## config.mk

```make
export PLATFORM = sky130hd
export DESIGN_NAME = nsl_top
export DESIGN_NICKNAME = d
export VERILOG_FILES = /design/src/pkg/nsl_pkg.sv /design/src/hdl/nsl_persist.sv /design/src/hdl/nsl_tick.sv /design/src/hdl/nsl_top.sv
export SDC_FILE = /design/constraint.sdc
export NUM_CORES = 1
export LEC_CHECK = 0
export ABC_AREA = 1
export BUFFER_PORTS_ARGS = -buffer_cell sky130_fd_sc_hd__clkbuf_2
export CAP_MARGIN = 25
export CORE_AREA = 4 4 107 109
export DETAILED_ROUTE_END_ITERATION = 7
export DIE_AREA = 0 0 111 113
export PLACE_DENSITY = 0.77
export SLEW_MARGIN = 20
export SYNTH_ARGS = -nofsm -noshare
export SYNTH_HDL_FRONTEND = slang
export SYNTH_SLANG_ARGS = --single-unit
export TNS_END_PERCENT = 100
```

## constraint.sdc

```tcl
create_clock -name CLK_I -period 1.5 [get_ports CLK_I]
set_clock_uncertainty 0.1 [all_clocks]
set_input_delay 0.075 -clock CLK_I [delete_from_list [all_inputs] [get_ports CLK_I]]
set_output_delay 0.075 -clock CLK_I [all_outputs]
set_load 0.02 [all_outputs]
```

## src/pkg/nsl_pkg.sv

```systemverilog
/*
 Shared constants and types for the network status lamp driver: timing, register map,
 lamp encodings, channel state flags and lamp modes.
 Assumes a single 250 MHz clock and an AXI4-Lite register bus with 32-bit data.
*/
package nsl_pkg;
   // clock rate and lamp timing
   localparam int CLK_MHZ           = 250;      // module clock, MHz
   localparam int BLINK_HALF_MS     = 500;      // blink toggle interval, ms
   localparam int BLINK_CYCLES      = BLINK_HALF_MS * CLK_MHZ * 1000;
   localparam int BUSOFF_PERSIST_MS = 10000;    // bus-off persistence time, ms
   localparam int PERSIST_TICKS     = BUSOFF_PERSIST_MS / BLINK_HALF_MS;
   localparam int NUM_CH            = 2;        // fieldbus channels

   // register byte offsets
   localparam logic [7:0] CTRL_OFS   = 8'h00;   // control, read/write
   localparam logic [7:0] STATUS_OFS = 8'h04;   // lamp state, read only
   localparam logic [7:0] FLAGS_OFS  = 8'h08;   // raw engine flags, read only

   // control fields and reset value
   localparam int          CTRL_EN_BIT = 0;     // lamps enabled
   localparam logic [31:0] CTRL_RESET  = 32'h0000_0001;

   // status fields
   localparam int MODE_W          = 5;
   localparam int STS_MODE0_LSB   = 0;
   localparam int STS_MODE1_LSB   = 5;
   localparam int STS_PERSIST_LSB = 10;
   localparam int STS_BLINK_BIT   = 12;
   localparam int STS_MOD_LSB     = 13;
   localparam int STS_EN_BIT      = 15;

   // flag register fields
   localparam int FLAGS_W       = 7;
   localparam int FLG_CH0_LSB   = 0;
   localparam int FLG_CH1_LSB   = 7;
   localparam int FLG_MAJOR_BIT = 14;

   // bus responses
   localparam logic [1:0] RESP_OKAY   = 2'h0;
   localparam logic [1:0] RESP_SLVERR = 2'h2;

   // one two-colour lamp
   typedef struct packed {
      logic red;
      logic grn;
   } nsl_lamp_t;

   localparam nsl_lamp_t LAMP_OFF = '{red: 1'b0, grn: 1'b0};
   localparam nsl_lamp_t LAMP_GRN = '{red: 1'b0, grn: 1'b1};
   localparam nsl_lamp_t LAMP_RED = '{red: 1'b1, grn: 1'b0};

   // per-channel state flags from the protocol engine
   typedef struct packed {
      logic dup_found;   // node address already on the network
      logic bus_off;     // bus-off active
      logic timeout;     // connection timeout
      logic obj_build;   // objects being constructed
      logic cfg_rx;      // configuration being received
      logic dup_check;   // duplicate address check running
      logic init;        // object initialisation running
   } nsl_ch_flags_t;

   // network lamp modes
   typedef enum logic [4:0] {
      MODE_OFF       = 5'h01,
      MODE_GRN       = 5'h02,
      MODE_GRN_BLINK = 5'h04,
      MODE_RED_BLINK = 5'h08,
      MODE_RED       = 5'h10
   } nsl_mode_t;
endpackage

```

## src/hdl/nsl_persist.sv

```systemverilog
/*
 Bus-off persistence timer for one channel: counts blink ticks while bus-off holds.
 Assumes tick_i is a one-cycle pulse from the blink timebase on the same clock.
*/
`timescale 1ns/100ps
module nsl_persist #(
   parameter int TICKS = nsl_pkg::PERSIST_TICKS
) (
   // clock and reset
   input  wire logic CLK_I,
   input  wire logic RESET_I,
   // timebase and condition
   input  wire logic tick_i,
   input  wire logic bus_off_i,
   // persistence reached
   output logic      persist_o
);
   localparam int CW = $clog2(TICKS + 1);

   // tick count and result
   typedef struct packed {
      logic [CW-1:0] cnt;
      logic          hit;
   } nsl_pers_st_t;

   nsl_pers_st_t st_reg;   // present state
   nsl_pers_st_t st_next;  // next state

   // count only while bus-off holds; any clear restarts the wait
   always_comb begin
      st_next = st_reg;
      if (!bus_off_i) begin
         st_next = '0;
      end else if (tick_i && !st_reg.hit) begin
         // the first tick may come at once, so one tick beyond TICKS keeps the minimum
         if (st_reg.cnt == CW'(TICKS)) begin
            st_next.hit = 1'b1;
         end else begin
            st_next.cnt = st_reg.cnt + 1'b1;
         end
      end
   end

   // state register
   always_ff @(posedge CLK_I) begin
      if (RESET_I) begin
         st_reg <= '0;
      end else begin
         st_reg <= st_next;
      end
   end

   assign persist_o = st_reg.hit;
endmodule // nsl_persist

```

## src/hdl/nsl_tick.sv

```systemverilog
/*
 Blink timebase prescaler: one-cycle pulse every PERIOD clocks.
 Assumes a free-running clock and a synchronous reset.
*/
`timescale 1ns/100ps
module nsl_tick #(
   parameter int PERIOD = nsl_pkg::BLINK_CYCLES
) (
   // clock and reset
   input  wire logic CLK_I,
   input  wire logic RESET_I,
   // timebase
   output logic      tick_o
);
   localparam int CW = (PERIOD > 1) ? $clog2(PERIOD) : 1;

   // counter and pulse
   typedef struct packed {
      logic [CW-1:0] cnt;
      logic          tick;
   } nsl_tick_st_t;

   nsl_tick_st_t st_reg;   // present state
   nsl_tick_st_t st_next;  // next state

   // count to the end of the period, then pulse and wrap
   always_comb begin
      st_next      = st_reg;
      st_next.tick = 1'b0;
      if (st_reg.cnt == CW'(PERIOD - 1)) begin
         st_next.cnt  = '0;
         st_next.tick = 1'b1;
      end else begin
         st_next.cnt = st_reg.cnt + 1'b1;
      end
   end

   // state register
   always_ff @(posedge CLK_I) begin
      if (RESET_I) begin
         st_reg <= '0;
      end else begin
         st_reg <= st_next;
      end
   end

   assign tick_o = st_reg.tick;
endmodule // nsl_tick

```

## src/hdl/nsl_top.sv

```systemverilog
/*
 Network status lamp driver: one module lamp and one network lamp per channel,
 driven from protocol engine state flags, with control and status over AXI4-Lite.
 Assumes engine flags come from logic on CLK_I; lamps are two-colour, active high.
*/
// Decided for this implementation: the address map and the AXI4-Lite slave port.
`timescale 1ns/100ps
module nsl_top #(
   parameter int BLINK_CYCLES  = nsl_pkg::BLINK_CYCLES,
   parameter int PERSIST_TICKS = nsl_pkg::PERSIST_TICKS
) (
   // clock and reset
   input  wire logic                                       CLK_I,
   input  wire logic                                       RESET_I,
   // axi4-lite write address and data
   input  wire logic [7:0]                                 S_AXI_AWADDR_I,
   input  wire logic                                       S_AXI_AWVALID_I,
   output logic                                            S_AXI_AWREADY_O,
   input  wire logic [31:0]                                S_AXI_WDATA_I,
   input  wire logic [3:0]                                 S_AXI_WSTRB_I,
   input  wire logic                                       S_AXI_WVALID_I,
   output logic                                            S_AXI_WREADY_O,
   // axi4-lite write response
   output logic [1:0]                                      S_AXI_BRESP_O,
   output logic                                            S_AXI_BVALID_O,
   input  wire logic                                       S_AXI_BREADY_I,
   // axi4-lite read
   input  wire logic [7:0]                                 S_AXI_ARADDR_I,
   input  wire logic                                       S_AXI_ARVALID_I,
   output logic                                            S_AXI_ARREADY_O,
   output logic [31:0]                                     S_AXI_RDATA_O,
   output logic [1:0]                                      S_AXI_RRESP_O,
   output logic                                            S_AXI_RVALID_O,
   input  wire logic                                       S_AXI_RREADY_I,
   // protocol engine state
   input  wire nsl_pkg::nsl_ch_flags_t [nsl_pkg::NUM_CH-1:0] CH_FLAGS_I,
   input  wire logic                                       MAJOR_FAIL_I,
   // lamps
   output nsl_pkg::nsl_lamp_t                              MODULE_HEALTH_LAMP_O,
   output nsl_pkg::nsl_lamp_t [nsl_pkg::NUM_CH-1:0]        CHANNEL_NETWORK_LAMP_O
);
   localparam int NCH = nsl_pkg::NUM_CH;

   // whole block state: bus slave, control, blink phase, lamp drive
   typedef struct packed {
      logic                           aw_held;   // write address latched
      logic [7:0]                     aw_addr;
      logic                           w_held;    // write data latched
      logic [31:0]                    w_data;
      logic [3:0]                     w_strb;
      logic                           aw_rdy;
      logic                           w_rdy;
      logic                           bvalid;
      logic [1:0]                     bresp;
      logic                           ar_rdy;
      logic                           rvalid;
      logic [31:0]                    rdata;
      logic [1:0]                     rresp;
      logic                           en;        // lamps enabled by software
      logic                           blink;     // blink phase, high = lit
      nsl_pkg::nsl_mode_t [NCH-1:0]   mode;      // decoded network modes
      nsl_pkg::nsl_lamp_t             mod_lamp;
      nsl_pkg::nsl_lamp_t [NCH-1:0]   net_lamp;
   } nsl_top_st_t;

   nsl_top_st_t        st_reg;    // present state
   nsl_top_st_t        st_next;   // next state
   logic               tick_w;    // half-second pulse
   logic [NCH-1:0]     persist_w; // bus-off held ten seconds
   logic [31:0]        rd_w;      // read mux result
   logic               rd_ok_w;   // read address mapped

   // decode one channel's flags into a mode, highest precedence first
   function automatic nsl_pkg::nsl_mode_t chan_mode(input nsl_pkg::nsl_ch_flags_t f,
                                                    input logic major,
                                                    input logic persist);
      nsl_pkg::nsl_mode_t m;
      if (major) begin
         m = nsl_pkg::MODE_OFF;
      end else if (persist) begin
         m = nsl_pkg::MODE_RED;
      end else if (f.dup_found) begin
         m = nsl_pkg::MODE_RED;
      end else if (f.bus_off || f.timeout) begin
         m = nsl_pkg::MODE_RED_BLINK;
      end else if (f.cfg_rx || f.obj_build) begin
         m = nsl_pkg::MODE_GRN_BLINK;
      end else if (f.init || f.dup_check) begin
         m = nsl_pkg::MODE_OFF;
      end else begin
         m = nsl_pkg::MODE_GRN;
      end
      return m;
   endfunction

   // turn a mode and the blink phase into lamp drive
   function automatic nsl_pkg::nsl_lamp_t lamp_of(input nsl_pkg::nsl_mode_t m,
                                                  input logic ph);
      nsl_pkg::nsl_lamp_t l;
      l = nsl_pkg::LAMP_OFF;
      unique case (m)
         nsl_pkg::MODE_OFF:       l = nsl_pkg::LAMP_OFF;
         nsl_pkg::MODE_GRN:       l = nsl_pkg::LAMP_GRN;
         nsl_pkg::MODE_GRN_BLINK: l.grn = ph;
         nsl_pkg::MODE_RED_BLINK: l.red = ph;
         nsl_pkg::MODE_RED:       l = nsl_pkg::LAMP_RED;
      endcase
      return l;
   endfunction

   // half-second timebase shared by blinking and persistence
   nsl_tick #(
      .PERIOD (BLINK_CYCLES)
   ) u_tick (
      .CLK_I   (CLK_I),
      .RESET_I (RESET_I),
      .tick_o  (tick_w)
   );

   // one persistence timer per channel, so channels never interact
   for (genvar i = 0; i < NCH; i++) begin : g_pers
      nsl_persist #(
         .TICKS (PERSIST_TICKS)
      ) u_pers (
         .CLK_I     (CLK_I),
         .RESET_I   (RESET_I),
         .tick_i    (tick_w),
         .bus_off_i (CH_FLAGS_I[i].bus_off),
         .persist_o (persist_w[i])
      );
   end

   // read mux; status shows the block's own live state
   always_comb begin
      rd_w    = '0;
      rd_ok_w = 1'b1;
      unique case (S_AXI_ARADDR_I)
         nsl_pkg::CTRL_OFS: begin
            rd_w[nsl_pkg::CTRL_EN_BIT] = st_reg.en;
         end
         nsl_pkg::STATUS_OFS: begin
            rd_w[nsl_pkg::STS_MODE0_LSB +: nsl_pkg::MODE_W] = st_reg.mode[0];
            rd_w[nsl_pkg::STS_MODE1_LSB +: nsl_pkg::MODE_W] = st_reg.mode[1];
            rd_w[nsl_pkg::STS_PERSIST_LSB +: NCH]           = persist_w;
            rd_w[nsl_pkg::STS_BLINK_BIT]                    = st_reg.blink;
            rd_w[nsl_pkg::STS_MOD_LSB +: 2]                 = st_reg.mod_lamp;
            rd_w[nsl_pkg::STS_EN_BIT]                       = st_reg.en;
         end
         nsl_pkg::FLAGS_OFS: begin
            rd_w[nsl_pkg::FLG_CH0_LSB +: nsl_pkg::FLAGS_W] = CH_FLAGS_I[0];
            rd_w[nsl_pkg::FLG_CH1_LSB +: nsl_pkg::FLAGS_W] = CH_FLAGS_I[1];
            rd_w[nsl_pkg::FLG_MAJOR_BIT]                   = MAJOR_FAIL_I;
         end
         default: begin
            rd_ok_w = 1'b0;  // unmapped reads answer zero with an error
         end
      endcase
   end

   // next state: bus handshakes, control write, blink phase and lamps
   always_comb begin
      st_next = st_reg;
      // address and data are taken independently, in either order
      if (S_AXI_AWVALID_I && st_reg.aw_rdy) begin
         st_next.aw_held = 1'b1;
         st_next.aw_addr = S_AXI_AWADDR_I;
      end
      if (S_AXI_WVALID_I && st_reg.w_rdy) begin
         st_next.w_held = 1'b1;
         st_next.w_data = S_AXI_WDATA_I;
         st_next.w_strb = S_AXI_WSTRB_I;
      end
      // response retires first, so a new write cannot overtake it
      if (st_reg.bvalid && S_AXI_BREADY_I) begin
         st_next.bvalid = 1'b0;
      end
      // both halves held: commit and answer
      if (st_reg.aw_held && st_reg.w_held && !st_reg.bvalid) begin
         st_next.aw_held = 1'b0;
         st_next.w_held  = 1'b0;
         st_next.bvalid  = 1'b1;
         if (st_reg.aw_addr == nsl_pkg::CTRL_OFS) begin
            st_next.bresp = nsl_pkg::RESP_OKAY;
            if (st_reg.w_strb[0]) begin
               st_next.en = st_reg.w_data[nsl_pkg::CTRL_EN_BIT];
            end
         end else begin
            st_next.bresp = nsl_pkg::RESP_SLVERR;  // read-only or unmapped
         end
      end
      // ready only while a slot is free; outputs stay registered
      st_next.aw_rdy = !st_next.aw_held && !st_next.bvalid;
      st_next.w_rdy  = !st_next.w_held && !st_next.bvalid;
      // read channel
      if (st_reg.rvalid && S_AXI_RREADY_I) begin
         st_next.rvalid = 1'b0;
      end
      if (S_AXI_ARVALID_I && st_reg.ar_rdy) begin
         st_next.rvalid = 1'b1;
         st_next.rdata  = rd_w;
         st_next.rresp  = rd_ok_w ? nsl_pkg::RESP_OKAY : nsl_pkg::RESP_SLVERR;
      end
      st_next.ar_rdy = !st_next.rvalid;
      // blink phase flips on every half-second pulse
      if (tick_w) begin
         st_next.blink = !st_reg.blink;
      end
      // each channel decoded alone from its own flags
      for (int i = 0; i < NCH; i++) begin
         st_next.mode[i] = chan_mode(CH_FLAGS_I[i], MAJOR_FAIL_I, persist_w[i]);
         st_next.net_lamp[i] = st_reg.en ? lamp_of(st_next.mode[i], st_reg.blink)
                                         : nsl_pkg::LAMP_OFF;
      end
      // module lamp is red only for major failure or both channels stuck
      if (!st_reg.en) begin
         st_next.mod_lamp = nsl_pkg::LAMP_OFF;
      end else if (MAJOR_FAIL_I || (&persist_w)) begin
         st_next.mod_lamp = nsl_pkg::LAMP_RED;
      end else begin
         st_next.mod_lamp = nsl_pkg::LAMP_GRN;
      end
   end

   // state register; reset leaves every lamp dark
   always_ff @(posedge CLK_I) begin
      if (RESET_I) begin
         st_reg      <= '0;
         st_reg.en   <= nsl_pkg::CTRL_RESET[nsl_pkg::CTRL_EN_BIT];
         st_reg.mode <= '{default: nsl_pkg::MODE_OFF};
      end else begin
         st_reg <= st_next;
      end
   end

   // outputs straight from the state register
   assign S_AXI_AWREADY_O        = st_reg.aw_rdy;
   assign S_AXI_WREADY_O         = st_reg.w_rdy;
   assign S_AXI_BRESP_O          = st_reg.bresp;
   assign S_AXI_BVALID_O         = st_reg.bvalid;
   assign S_AXI_ARREADY_O        = st_reg.ar_rdy;
   assign S_AXI_RDATA_O          = st_reg.rdata;
   assign S_AXI_RRESP_O          = st_reg.rresp;
   assign S_AXI_RVALID_O         = st_reg.rvalid;
   assign MODULE_HEALTH_LAMP_O   = st_reg.mod_lamp;
   assign CHANNEL_NETWORK_LAMP_O = st_reg.net_lamp;

   // shorthand for channel 0 conditions below major failure
   logic c0_ok;
   assign c0_ok = st_reg.en && !MAJOR_FAIL_I && !persist_w[0];
endmodule // nsl_top

```

==> flow_summary.ini <==
[worst_setup_path]
critPathKind = reg2reg
crit_fanout = 6
arrival_ps = 1670
worst_ep_required_time_ps = 1660
end_kind = flop
cp-start-kind = flop

[logic_synthesis]
yosysWarnings = 0
synth_seq_cells = 93
synth_top_area_share = 0.4008
synthTopCellsByArea = dfxtp_1, nor2_1, nand2_1, buf_4, inv_1
netlist_area_mm2 = 0.004646
seq_area_frac_synth = 0.4008
synth.largest_area_cell = dfxtp_1
postSynthCellCount = 672
synth.distinct_cells = 36
syn-mean-instance-area_um2 = 6.913

[routing]
wire_per_inst_um = 11.86
detail_route.iter0.violations = 278
final_antenna_net_count = 0
vias_per_cell = 4.734
routed_wl_um = 10890
vias = 4346
drc = 0
dr.pass1.iters = 5

[job]
cap_violations = 0

[clock_tree]
root_buffer = clkbuf_8
cts_tree = done
cts_inserted_buffers = 9
cts_setup_buffers = 0
clkSinkCount = 93
cts.clk_slew.worst_paths_ps = 90
h-tree-depth = 3
clockBufferDepth = 2
worstSkewPairLatency_ps = 370

[sta]
finalWorstSetupSlack_ps = -1.561
finalCritPeriodShare = 1.001
min_period_ps = 1502
setup_viol = 2
slew_viol_final = 0
fin_tns_setup_ps = -2.724
rsz0062_at_grt = yes
final-hold-violation-count = 0
fmax_mhz = 666.0

[hold_path]
hp-class = in2reg

[pwr]
p_total_mw = 5.120
leakage_nw = 2.395
power_density_mw_per_mm2 = 877.5
ir_drop_uv = 613.3

[cells_and_area]
final_cells = 918
ff_latch_area_mm2 = 0.001882
n_fill_cell = 984
fin_area_mm2 = 0.005836
mostFrequentLayoutCells = nor2_1, nand2_1, dfxtp_1
largest_reg_flops = 27
antenna_cells = 0
drive_gt1_frac = 0.2352
multi_input_area_mm2 = 0.002342
fin_nets = 852
synthToLayoutAreaGrowth_pct = 25.61

[die]
start_util = 0.4382
dieArea_mm2 = 0.01254
pin_count = 121
dieWidth_um = 111
coreArea_mm2 = 0.01060
placementRows = 38
die_h_um = 113

[status]
violations = setup timing
status = finished, violations left

[place]
port_buffers = 68
dp_slack_ps = 13.19
dp_hpwl_um = 7515
place_area_mm2 = 0.005071
dp_cells = 866
place.gp.congestion = 0.9320

[global_route]
antenna_found_initial = 0
overflow = 0
grt_max_degree = 29
grt_pass1_wl_um = 18040
grt_usage = 0.1710
grt_pass1_vias = 3943
-- through the flow --
step,hold WS [ps],utilization
3_3_place_gp,227.0,0.4783
4_1_cts,25.97,0.5316
5_1_grt,70.09,0.5504
6_report,37.88,0.5504
2_1_floorplan,120.7,-
3_5_place_dp,230.3,0.4783
-- per-layer routing --
layer,global-route usage,part of all wire,vias up
li1,-,-,2264
met1,0.2109,0.44,1961
met2,0.2969,0.49,105
met3,0.03369,0.051,16
met4,0.06404,0.016,0
met5,0,0,-
-- cells by family (layout without fill, tap and decap cells) --
family	count (synthesis)	count (layout)	synth area share
AOI/OAI and AO/OA	63	64	0.07353
xor gates and xnor gates	11	11	0.02074
adders and majority gates	5	5	0.01347
buffers and inverters	124	212	0.1395
DFF	93	93	0.4008
other	1	18	0.0008072
and+or+nand+nor	375	375	0.3512
-- report_power, final --
group / internal (mW) / total [mW] / leakage [nW] / switching [mW]
Sequential: 2.55 / 2.59 / 0.764 / 0.0437
Clock: 0.965 / 1.92 / 0.112 / 0.952
Combinational: 0.258 / 0.613 / 1.52 / 0.355
Total: 3.77 / 5.12 / 2.40 / 1.35
-- synthesized netlist by cell type --
library cell	number
clkbuf_1	5
nor3_1	9
nor3_2	1
a21oi_1	33
nor2_4	4
buf_2	2
o21ai_0	22
o211ai_1	2
nand2_2	4
dfxtp_1	93
o311ai_0	2
a21oi_2	1
and3_1	1
nor2_2	6
inv_1	67
nand3b_1	10
xor2_1	6
nor2_1	145
nand3_1	48
nand2_1	130
conb_1	1
buf_4	44
nand3_2	1
buf_1	3
nand4_1	6
nand2_4	1
clkinv_1	1
buf_6	2
nor4_1	4
or2_0	2
o21a_1	1
o21ai_2	1
o22a_1	1
ha_1	5
xnor2_1	5
or2_2	3
-- worst paths after layout --
check,start,end,slack (ps),depth (start not counted)
setup / recovery,u_tick.st_reg[23],u_tick.st_reg[14],-2,8
hold / removal,S_AXI_AWVALID_I,S_AXI_AWREADY_O,40,4
setup reg to reg,u_tick.st_reg[23],u_tick.st_reg[14],-2,8
hold reg to reg,st_reg[104],S_AXI_AWREADY_O,360,1
-- worst max-delay path, stage by stage, from the launching register on --
cell	delay [ps]
dfxtp_1	350
inv_1	70
nor2_2	120
nand3_1	110
nor3_2	140
nand2_1	120
nand2_4	160
clkbuf_16	190
a21oi_2	30
-- final cells by class --
cell class | instances | share of cell area
multi-input cells | 473 | 0.4014
flip-flops and latches | 93 | 0.3225
repair buffers | 128 | 0.1627
inverters | 68 | 0.04417
well taps | 140 | 0.03002
clock buffers | 9 | 0.02123
clock inverters | 7 | 0.01801
-- timing repair --
item,CTS,global route
pin swaps,0,6
endpoints found under the hold margin,50,0
gates cloned,0,3
endpoints found under the setup margin,2,39
resized for setup,2,52
hold buffers,33,0
(Power assumes the default switching activity.)
